$ cat src/eccp_defines.vh
// Constants for the enhanced capture/compare/PWM channel
`ifndef ECCP_DEFINES_VH
`define ECCP_DEFINES_VH
// Register offsets on the plain register port
`define ECCP_OFS_CTRL 4'h0
`define ECCP_OFS_VAL_LO 4'h1
`define ECCP_OFS_VAL_HI 4'h2
`define ECCP_OFS_DEL 4'h3
`define ECCP_OFS_FLAG 4'h4
`define ECCP_OFS_PIN 4'h5
// Reset values
`define ECCP_CTRL_RST 8'h00
`define ECCP_DEL_RST 8'h00
// Field positions in the control register
`define ECCP_FSEL_LSB 0
`define ECCP_FSEL_MSB 3
`define ECCP_DUTYLO_LSB 4
`define ECCP_DUTYLO_MSB 5
`define ECCP_ARR_LSB 6
`define ECCP_ARR_MSB 7
// Function select codes
`define ECCP_FS_OFF 4'h0
`define ECCP_FS_CMP_TOG 4'h2
`define ECCP_FS_CAP_ANY 4'h3
`define ECCP_FS_CAP_FALL 4'h4
`define ECCP_FS_CAP_RISE 4'h5
`define ECCP_FS_CAP_RISE4 4'h6
`define ECCP_FS_CAP_RISE16 4'h7
`define ECCP_FS_CMP_HI 4'h8
`define ECCP_FS_CMP_LO 4'h9
`define ECCP_FS_CMP_SWI 4'hA
`define ECCP_FS_CMP_SET 4'hB
// Output arrangements
`define ECCP_ARR_SINGLE 2'h0
`define ECCP_ARR_FWD 2'h1
`define ECCP_ARR_HALF 2'h2
`define ECCP_ARR_REV 2'h3
// Dead band: oscillator periods per delay step
`define ECCP_DB_TOSC_PER_STEP 4
`endif

$ cat src/eccp_channel.v
// Enhanced capture/compare/PWM channel top
//
// Chosen here: the plain strobed port and the placing of the registers.
`include "eccp_defines.vh"
`default_nettype none
// How it works
// - Port latch write with pin as output may itself cause a capture.
// - Changing capture mode may set the event flag falsely.
// - Five capture prescale settings live inside the function select field.
// - Prescale counter clears when off, leaving capture, or on reset.
// - Direct prescale change keeps counter; first capture may be partial.
// - Compare value checked against selected timer pair every cycle.
// - Match sets, clears, toggles or keeps pin, and sets the flag.
// - Writing zero to control forces compare latch low, port latch kept.
// - Software interrupt compare mode only sets the flag.
// - Special trigger mode pulses an internal trigger on match.
// - Special trigger resets the selected timer pair.
// - Special trigger starts conversion only if converter already enabled.
// - PWM drives four outputs, ten-bit duty, four arrangements.
// - Arrangement codes: 00 single, 10 half, 01 forward, 11 reverse.
// - Unused outputs released; steering enables outputs in single mode.
// - PWM output waits for a new period after enable.
// - Polarity from function select; dead band is four Tosc per step.
// - Capture codes: any edge, falling, rising, every fourth, every sixteenth rising.
// - Half bridge: A modulated, B complement.
// - Forward: A active, D modulated, B and C inactive.
// - Reverse: C active, B modulated, A and D inactive.
module eccp_channel #(
  parameter TW = 16,
  parameter DBW = 7,
  parameter OSC_PER_CLK = 1
) (
  input wire mclk,
  input wire reset,
  input wire [3:0] reg_addr,
  input wire [7:0] reg_wdata,
  input wire reg_wr,
  input wire reg_rd,
  output reg [7:0] reg_rdata,
  input wire [TW-1:0] timer_count,
  input wire [7:0] pwm_timer,
  input wire pwm_period_start,
  input wire module_pin_in,
  input wire port_latch,
  input wire pin_is_output,
  input wire adc_enabled,
  input wire [3:0] steer_enable,
  output reg pwm_out_a,
  output reg pwm_out_b,
  output reg pwm_out_c,
  output reg pwm_out_d,
  output reg [3:0] pwm_out_en_n,
  output reg module_pin_out,
  output reg module_pin_oe_n,
  output reg timer_reset,
  output reg adc_start,
  output reg event_flag
);
  localparam DCW = DBW + 2;

  // ----------------------------------------------------------------
  // Registers
  // ----------------------------------------------------------------
  reg [7:0] channel_control_reg_q;
  reg [7:0] deadband_delay_reg_q;
  reg [TW-1:0] match_capture_value_q;
  reg [3:0] presc_q;
  reg cmp_latch_q;
  reg pin_in_q;
  reg pwm_run_q;
  reg pwm_raw_q;
  reg [7:0] prev_ctrl_q;

  wire [3:0] function_select_field = channel_control_reg_q[`ECCP_FSEL_MSB:`ECCP_FSEL_LSB];
  wire [1:0] output_arrangement_field = channel_control_reg_q[`ECCP_ARR_MSB:`ECCP_ARR_LSB];
  wire [1:0] duty_lo = channel_control_reg_q[`ECCP_DUTYLO_MSB:`ECCP_DUTYLO_LSB];

  wire is_capture = (function_select_field >= `ECCP_FS_CAP_ANY) &&
                    (function_select_field <= `ECCP_FS_CAP_RISE16);
  wire is_compare = (function_select_field == `ECCP_FS_CMP_TOG) ||
                    ((function_select_field >= `ECCP_FS_CMP_HI) &&
                     (function_select_field <= `ECCP_FS_CMP_SET));
  wire is_pwm = function_select_field[3] & function_select_field[2];

  // Pin level seen by capture: the driven latch when pin is an output
  wire pin_level = pin_is_output ? port_latch : module_pin_in;
  wire rise = pin_level & ~pin_in_q;
  wire fall = ~pin_level & pin_in_q;

  // ----------------------------------------------------------------
  // Capture edge qualification
  // ----------------------------------------------------------------
  reg edge_hit;
  reg cap_event;
  always @* begin
    edge_hit = 1'b0;
    cap_event = 1'b0;
    case (function_select_field)
      `ECCP_FS_CAP_ANY: edge_hit = rise | fall;
      `ECCP_FS_CAP_FALL: edge_hit = fall;
      `ECCP_FS_CAP_RISE: edge_hit = rise;
      `ECCP_FS_CAP_RISE4: edge_hit = rise;
      `ECCP_FS_CAP_RISE16: edge_hit = rise;
      default: edge_hit = 1'b0;
    endcase
    // Prescale decides which qualifying edge captures
    if (function_select_field == `ECCP_FS_CAP_RISE4)
      cap_event = edge_hit & (presc_q[1:0] == 2'h3);
    else if (function_select_field == `ECCP_FS_CAP_RISE16)
      cap_event = edge_hit & (presc_q == 4'hF);
    else
      cap_event = edge_hit;
  end

  // Mode change between capture settings: prescaler kept, a false flag may arise
  wire ctrl_write = reg_wr && (reg_addr == `ECCP_OFS_CTRL);
  wire mode_changed = (prev_ctrl_q[3:0] != function_select_field) && is_capture;

  // ----------------------------------------------------------------
  // Compare
  // ----------------------------------------------------------------
  wire match = is_compare && (timer_count == match_capture_value_q);
  wire set_trigger = match && (function_select_field == `ECCP_FS_CMP_SET);

  // ----------------------------------------------------------------
  // PWM generation
  // ----------------------------------------------------------------
  // Duty compared at 10 bits against timer with two fractional bits held at zero
  wire [9:0] duty10 = {match_capture_value_q[7:0], duty_lo};
  wire pwm_hi = ({pwm_timer, 2'h0} < duty10);
  // Product is formed at full width, then cut on purpose to the counter width
  wire [31:0] db_full =
    (({2'h0, deadband_delay_reg_q[DBW-1:0]} * `ECCP_DB_TOSC_PER_STEP) /
     OSC_PER_CLK);
  wire [DCW-1:0] db_cycles = db_full[DCW-1:0];
  wire db_a;
  wire db_b;

  eccp_deadband #(.CW(DCW)) u_db_a (
    .mclk(mclk),
    .reset(reset),
    .in_level(pwm_raw_q),
    .delay_cycles(db_cycles),
    .out_level(db_a)
  );
  eccp_deadband #(.CW(DCW)) u_db_b (
    .mclk(mclk),
    .reset(reset),
    .in_level(pwm_run_q & ~pwm_raw_q),
    .delay_cycles(db_cycles),
    .out_level(db_b)
  );

  // Polarity: bit1 low means A/C active high, bit0 low means B/D active high
  wire pol_ac_n = function_select_field[1];
  wire pol_bd_n = function_select_field[0];

  reg [3:0] act;
  reg [3:0] en;
  always @* begin
    act = 4'h0;
    en = 4'h0;
    case (output_arrangement_field)
      `ECCP_ARR_SINGLE: begin
        act = {4{pwm_raw_q}};
        en = steer_enable;
      end
      `ECCP_ARR_HALF: begin
        act = {2'h0, db_b, db_a};
        en = 4'h3;
      end
      `ECCP_ARR_FWD: begin
        act = {pwm_raw_q, 2'h0, 1'b1};
        en = 4'hF;
      end
      default: begin
        act = {1'b0, 1'b1, pwm_raw_q, 1'b0};
        en = 4'hF;
      end
    endcase
  end

  // ----------------------------------------------------------------
  // Register writes, capture, compare and PWM state
  // ----------------------------------------------------------------
  always @(posedge mclk or posedge reset) begin
    if (reset) begin
      channel_control_reg_q <= `ECCP_CTRL_RST;
      deadband_delay_reg_q <= `ECCP_DEL_RST;
      match_capture_value_q <= {TW{1'b0}};
      presc_q <= 4'h0;
      cmp_latch_q <= 1'b0;
      pin_in_q <= 1'b0;
      pwm_run_q <= 1'b0;
      pwm_raw_q <= 1'b0;
      prev_ctrl_q <= 8'h00;
      event_flag <= 1'b0;
      timer_reset <= 1'b0;
      adc_start <= 1'b0;
    end else begin
      pin_in_q <= pin_level;
      prev_ctrl_q <= channel_control_reg_q;
      timer_reset <= set_trigger;
      adc_start <= set_trigger & adc_enabled;
      if (ctrl_write)
        channel_control_reg_q <= reg_wdata;
      if (reg_wr && reg_addr == `ECCP_OFS_DEL)
        deadband_delay_reg_q <= reg_wdata;
      // Prescaler cleared when off or outside capture; kept across capture changes
      if (!is_capture)
        presc_q <= 4'h0;
      else if (edge_hit)
        presc_q <= presc_q + 4'h1;
      // Capture overwrites any unread value
      if (is_capture && cap_event)
        match_capture_value_q <= timer_count;
      else if (reg_wr && reg_addr == `ECCP_OFS_VAL_LO)
        match_capture_value_q[7:0] <= reg_wdata;
      else if (reg_wr && reg_addr == `ECCP_OFS_VAL_HI)
        match_capture_value_q[TW-1:8] <= reg_wdata[TW-9:0];
      // Compare latch action on match
      if (ctrl_write && reg_wdata == 8'h00)
        cmp_latch_q <= 1'b0;
      else if (match) begin
        case (function_select_field)
          `ECCP_FS_CMP_HI: cmp_latch_q <= 1'b1;
          `ECCP_FS_CMP_LO: cmp_latch_q <= 1'b0;
          `ECCP_FS_CMP_TOG: cmp_latch_q <= ~cmp_latch_q;
          default: cmp_latch_q <= cmp_latch_q;
        endcase
      end
      // Event flag: hardware set wins over a software clear in the same cycle
      if ((is_capture && (cap_event || mode_changed)) || match)
        event_flag <= 1'b1;
      else if (reg_wr && reg_addr == `ECCP_OFS_FLAG && reg_wdata[0])
        event_flag <= 1'b0;
      // PWM holds off until a fresh period begins
      if (!is_pwm)
        pwm_run_q <= 1'b0;
      else if (pwm_period_start)
        pwm_run_q <= 1'b1;
      pwm_raw_q <= is_pwm & (pwm_run_q | pwm_period_start) & pwm_hi;
    end
  end

  // ----------------------------------------------------------------
  // Pins and read data
  // ----------------------------------------------------------------
  always @(posedge mclk or posedge reset) begin
    if (reset) begin
      pwm_out_a <= 1'b0;
      pwm_out_b <= 1'b0;
      pwm_out_c <= 1'b0;
      pwm_out_d <= 1'b0;
      pwm_out_en_n <= 4'hF;
      module_pin_out <= 1'b0;
      module_pin_oe_n <= 1'b1;
      reg_rdata <= 8'h00;
    end else begin
      pwm_out_a <= act[0] ^ pol_ac_n;
      pwm_out_b <= act[1] ^ pol_bd_n;
      pwm_out_c <= act[2] ^ pol_ac_n;
      pwm_out_d <= act[3] ^ pol_bd_n;
      // Pins not claimed by the arrangement are released
      pwm_out_en_n <= is_pwm ? ~en : 4'hF;
      // Software-interrupt mode never drives the pin
      module_pin_out <= cmp_latch_q;
      module_pin_oe_n <= ~(is_compare && function_select_field != `ECCP_FS_CMP_SWI);
      reg_rdata <= 8'h00;
      if (reg_rd) begin
        if (reg_addr == `ECCP_OFS_CTRL)
          reg_rdata <= channel_control_reg_q;
        else if (reg_addr == `ECCP_OFS_VAL_LO)
          reg_rdata <= match_capture_value_q[7:0];
        else if (reg_addr == `ECCP_OFS_VAL_HI)
          reg_rdata <= match_capture_value_q[TW-1:8];
        else if (reg_addr == `ECCP_OFS_DEL)
          reg_rdata <= deadband_delay_reg_q;
        else if (reg_addr == `ECCP_OFS_FLAG)
          reg_rdata <= {7'h00, event_flag};
        else if (reg_addr == `ECCP_OFS_PIN)
          reg_rdata <= {7'h00, cmp_latch_q};
        else
          reg_rdata <= 8'h00;
      end
    end
  end
endmodule // eccp_channel
`default_nettype wire

$ cat src/eccp_deadband.v
// Dead-band delay on the rising edge of one PWM phase
`default_nettype none
module eccp_deadband #(
  parameter CW = 9
) (
  input wire mclk,
  input wire reset,
  input wire in_level,
  input wire [CW-1:0] delay_cycles,
  output reg out_level
);
  reg [CW-1:0] cnt_q;
  // Output goes active only after input has been active for the delay
  always @(posedge mclk or posedge reset) begin
    if (reset) begin
      cnt_q <= {CW{1'b0}};
      out_level <= 1'b0;
    end else if (!in_level) begin
      cnt_q <= {CW{1'b0}};
      out_level <= 1'b0;
    end else if (cnt_q >= delay_cycles) begin
      out_level <= 1'b1;
    end else begin
      cnt_q <= cnt_q + {{(CW-1){1'b0}}, 1'b1};
    end
  end
endmodule // eccp_deadband
`default_nettype wire

$ cat config.mk
export PLATFORM = sky130hd
export DESIGN_NAME = eccp_channel
export DESIGN_NICKNAME = d
export VERILOG_FILES = /design/src/eccp_channel.v /design/src/eccp_deadband.v
export VERILOG_INCLUDE_DIRS = /design/src
export SDC_FILE = /design/constraint.sdc
export NUM_CORES = 1
export LEC_CHECK = 0
export BUFFER_PORTS_ARGS = -buffer_cell sky130_fd_sc_hd__buf_2
export CAP_MARGIN = 0
export CORE_MARGIN = 3
export CORE_UTILIZATION = 30
export DETAILED_ROUTE_END_ITERATION = 16
export GPL_TIMING_DRIVEN = 0
export PLACE_DENSITY = 0.43
export SLEW_MARGIN = 20
export SYNTH_ARGS = -nofsm -noshare
export SYNTH_HDL_FRONTEND = slang
export SYNTH_SLANG_ARGS = --single-unit
$ cat constraint.sdc
create_clock -name mclk -period 4.2 [get_ports mclk]
set_input_delay 0.63 -clock mclk [delete_from_list [all_inputs] [get_ports mclk]]
set_output_delay 0.63 -clock mclk [all_outputs]
set_load 0.03 [all_outputs]
Yosys cells after proc, flatten, opt, wreduce, memory -nomap -nowiden
Cells that the tools add are included.

storage, ports and cells
  output and inout port bits = 21
  flip-flop bits (word level) = 85

operators by class
  equality and inequality tests = 28
  order comparisons = 7
  bitwise operators = 21
  add/sub/neg operators = 3
  reduce and logical (&&, ||, !) cells = 29
  muxes and demuxes = 35

operator list
  operator                                              number
  2-to-1 mux 8 bit                                      8
  2-to-1 mux 9 bit                                      4
  equality test 4 x 3 -> 1 bit (second input constant)  6
  adder 9 x 1 -> 9 bit (second input constant)          2
  greater-or-equal comparator 9 bit                     2
  equality test 16 bit                                  1
  equality test 4 x 2 -> 1 bit (second input constant)  4
  equality test 4 bit (second input constant)           4
  2-to-1 mux 16 bit                                     1
  logical AND 1 bit                                     15
  2-to-1 mux 1 bit                                      15
  2-to-1 mux 4 bit                                      3
  one-hot mux 4 bit (3 select lines)                    1
  < comparator 10 bit                                   1
  inequality test 2 bit (second input constant)         5
  bitwise AND 1 bit                                     9
  zero test 8 bit                                       1
  one-hot mux 4 bit (2 select lines)                    1
  nonzero test 2 bit                                    4
  one-hot mux 1 bit (3 select lines)                    2
  inverter 1 bit                                        5
  adder 4 x 1 -> 4 bit (second input constant)          1
  equality test 2 bit (second input constant)           2
  equality test 4 x 1 -> 1 bit (second input constant)  1
  17 further kinds                                      25

Logic depth before layout (Yosys ltp)
  depth in word-level cells = 12
  mapped depth = 10
  gate-level depth less buffers = 9

Hierarchy
From an unflattened synthesis, not the netlist that was laid out.

unflattened totals
  cell total of the unflattened synthesis = 478
  area total of the unflattened synthesis = 5006.1 µm²

by module, submodules not included
  module         seq. area each (µm²)  cells each  instances  area each (µm²)
  eccp_channel   1632.8                304         1          3444.6
  eccp_deadband  250.2                 87          2          780.7

Worst setup path after synthesis
OpenSTA, ideal clock, no wires.

  path type = input-to-reg
  start = input port pin_is_output
  end = register match_capture_value_q[15]
  cell stages on the path = 9
  buffers on the path = 1
  library setup time = 0.128 ns
  setup slack = 1.911 ns
  arrival = 2.162 ns
  required time = 4.072 ns
  cells stage by stage = mux2i_1 > inv_1 > ha_1 > nor2_1 > nand3_1 > a21oi_2 > nor3b_2 > buf_2 > o21ai_0

between the ends
  cells in the longest elaborated chain, start to end = 11
  elaborated cells between the ends (all ways) = 15

RTL lines
  item                                                                          RTL line            source
  start, declared                                                               eccp_channel.v:45   input wire pin_is_output,
  2-to-1 mux 1 bit (*)                                                          eccp_channel.v:86   wire pin_level = pin_is_output ? port_latch : module_pin_in;
  via pin_level                                                                 eccp_channel.v:86
  inverter 1 bit                                                                eccp_channel.v:88   wire fall = ~pin_level & pin_in_q;
  bitwise AND 1 bit                                                             eccp_channel.v:88
  OR 1 bit                                                                      eccp_channel.v:99   `ECCP_FS_CAP_ANY: edge_hit = rise | fall;
  one-hot mux 1 bit (3 select lines) (*)                                        eccp_channel.v:98   case (function_select_field)
  bitwise AND 1 bit                                                             eccp_channel.v:110  cap_event = edge_hit & (presc_q == 4'hF);
  2-to-1 mux 1 bit                                                              eccp_channel.v:109  else if (function_select_field == `ECCP_FS_CAP_RISE16)
  2-to-1 mux 1 bit (*)                                                          eccp_channel.v:107  if (function_select_field == `ECCP_FS_CAP_RISE4)
  logical AND 1 bit (*)                                                         eccp_channel.v:215  if (is_capture && cap_event)
  inequality test 2 bit (no line) / nonzero test 2 bit (equally long branches)  -
  AND reduction 2 bit (no line)                                                 -
  end signal, assigned                                                          eccp_channel.v:190  match_capture_value_q <= {TW{1'b0}};
  end signal, assigned                                                          eccp_channel.v:216  match_capture_value_q <= timer_count;
  end signal, assigned by index                                                 eccp_channel.v:220  match_capture_value_q[TW-1:8] <= reg_wdata[TW-9:0];
  end, declared                                                                 eccp_channel.v:66   reg [TW-1:0] match_capture_value_q;

The timed path passes the listed nets; every way through them passes the cells marked *.
A chain may end at the register's enable or synchronous reset.

Worst setup path in the final report
  start = input port pin_is_output
  end = register match_capture_value_q[8]

Same word-level chain as after synthesis.

==> metrics <==
Vias/cell 4.85; area share of the largest cell type after synthesis 42.0%; Clk network pwr share 27.4%; FF-to-FF Start deadband_delay_reg_q[4]; share of cells above drive strength 1 23.4%; routed wire length 13100 um; Hold Vio Cnt, Final 0; EDFF count, synth 0; reg2reg end u_db_a.cnt_q[4]; WP data required 4.42 ns; Max-slew headroom 50.5%; clock slew at the register clock pins of the worst setup and hold paths 0.06 ns; hold buffers post-CTS 0; reg2reg setup slack 1.76 ns; total power 2.73 mW; ys flop type dfrtp_1; fin area 0.00567 mm^2; YS warnings 0; area of the mapped netlist 0.00477 mm^2; die area 0.0174 mm^2; synthesized instance count 450; status completed; placed cell areas 0.00539 mm^2; CTS tree yes; Final #Nets 608; Worst setup EP type register; Sink Count 85; total iterations of the first detailed-routing run 4; Initial Util 31.0%; Worst Path Class, Setup in -> reg; synth unique cells 53; CTS Buf Count 9; Synth top cells by count dfrtp_1 (80), nand2_1 (36), o21ai_0 (34); I/O pin count 70; Crit path largest cell delay 0.51 ns; Synth area leader dfrtp_1; FP Rows 45; initial antenna violation count 1; chip height 132 um; Layout Skew 0.00577 ns; global-route wire length before repair 21600 um; Startpoint Class input port; DR DRC count 0; P_leak 2.60 nW; most common cell in the netlist dfrtp_1; worst-path cell chain buf_2 > mux2i_1 > inv_1 > ha_1 > nor2_1 > nand3_1 > a21oi_2 > nor3b_2 > buf_2 > o21ai_0; Comb pwr share 29.5%; GP Congestion 0.857; RSZ-0062 raised after global routing false; # setup viols final 0; path depth of the worst reg2reg path 8; routed length per instance 17.5 um; critical path arrival 2.78 ns; VDD IR max 0.000217 V; final setup TNS 0 ns; Int Power 1.78 mW; Max Fclk 390 MHz; WHS 0.365 ns; Setup Fix Bufs, Post-CTS 0; post-layout min period 2.56 ns; die span in x 132 um; total gr overflow 0; syn_area_per_cell 10.6 um^2; Worst-Margin Slew 0.743 ns; Switching Fraction 34.8%; Seq/Total Area, Yosys 44.8%; sequential share of power 43.1%; net switching power 0.951 mW; DR vias 3620; Max-Cap Viols 0; vias in the first global route 3828; port buffer count 68; Final ANT Viol Nets 0; largest net degree at the start of global routing 48; Tcrit/Tclk final 61.0%; most frequent cell on the critical path buf_2; CP max-delay cell nor3b_2; CTS max path bufs 2; DPL Wire Length 9860 um; GRT Overall Usage 15.7%; Clk Latency, worst-skew pair 0.34 ns; antenna cells 0; htree depth 3; core area 0.0154 mm^2; initial detailed-routing violation count 174; Pwr Density 482 mW/mm^2; area grow syn2layout 18.9%; synth top area cells dfrtp_1 (42%), ha_1 (7.6%), xnor2_1 (4.4%), mux2i_1 (4.2%), mux2_2 (3.8%); Synthesized Nets 528; register bit total from synthesis 85; Final Max Tran Viols 0; post-cts gate resize count 0; critical-path maximum fanout 10; asr flop ratio synth 100%; HP Class in -> async; CTS root buf clkbuf_16
==> through the flow <==
step	utilization, %	setup slack [ns]	cells
3_3_place_gp	34.9	0.222	729
5_1_grt	36.9	1.41	746
6_report	36.9	1.64	746
4_1_cts	36.9	1.65	746
2_1_floorplan	-	1.38	450
3_5_place_dp	35.1	1.28	730
==> state kept, by name, summed over array words and instances, names as in the netlist, 4 cells and up <==
signal / cells
match_capture_value_q: 16
u_db_a.cnt_q: 9
u_db_b.cnt_q: 9
channel_control_reg_q: 8
deadband_delay_reg_q: 8
reg_rdata: 8
presc_q: 4
prev_ctrl_q: 4
pwm_out_en_n: 4
==> area by class of cell <==
cell class | count | area, um^2
Tap cell | 211 | 264
Sequential cell | 85 | 2130
Timing Repair Buffer | 69 | 360
Inverter | 28 | 108
Clock inverter | 1 | 5.00
Buffer | 15 | 67.6
Clock buffer | 15 | 268
Multi-Input combinational cell | 322 | 2460
Fill cell | 1565 | 9710
==> logic make-up (layout without fill, tap and decap cells) <==
| kind of cell | count (synthesis) | in the layout | synth area share [%] |
|---|---|---|---|
| compound gates | 76 | 76 | 9.74 |
| xor+xnor | 36 | 36 | 6.62 |
| fa+ha+maj | 29 | 29 | 7.61 |
| buf+inv | 43 | 128 | 3.62 |
| flops | 85 | 85 | 44.8 |
| mux | 44 | 44 | 11.8 |
| simple gates | 137 | 137 | 15.8 |
==> power groups by stage <==
stage	clock (mW)	combinational (mW)	sequential (mW)
2_1_floorplan	0	0.530	1.17
3_3_place_gp	0	0.792	1.19
3_5_place_dp	0	0.809	1.20
4_1_cts	0.775	0.815	1.18
5_1_grt	0.801	0.918	1.20
6_report	0.748	0.806	1.18
==> layout by cell type, fill, tap and decap left out, types with 3 or more instances in the layout <==
cell type,n
dfrtp_1,80
buf_2,74
nand2_1,36
o21ai_0,34
ha_1,29
inv_1,27
xnor2_1,24
mux2i_1,20
a21oi_1,16
nor2_1,16
mux2_2,16
xor2_1,12
clkbuf_1,10
and3_1,10
and2_1,9
nand4_1,9
clkbuf_16,9
or3_1,8
nor2b_1,8
nand3_1,8
nor4_1,7
mux4_2,7
a21o_1,6
o21a_1,5
dfstp_2,5
and4_1,3
nand3b_1,3
nor3b_1,3
==> worst max-delay path by stage <==
stage,from,end,slack (ns)
6_report,pin_is_output,match_capture_value_q[8],1.64
5_1_grt,pin_is_output,match_capture_value_q[4],1.41
4_1_cts,pin_is_output,match_capture_value_q[7],1.65
3_5_place_dp,pin_is_output,match_capture_value_q[8],1.28
3_3_place_gp,reset,match_capture_value_q[6],0.22
2_1_floorplan,reset,adc_start,1.38
==> critical path, delay by kind of cell <==
family	cells	cell delay, ns
and+or+nand+nor	3	0.72
buffers and inverters	3	0.52
AOI/OAI and AO/OA	2	0.42
adders and majority gates	1	0.27
muxes	1	0.22
==> routing by layer <==
metal  global-route usage [%]  part of all wire, %
met1                     23.0                   51
met2                     22.7                   42
met3                     3.09                  5.1
met4                     6.42                  2.2
met5                        0                    0
No activity file was read; power rests on OpenSTA's default activity.
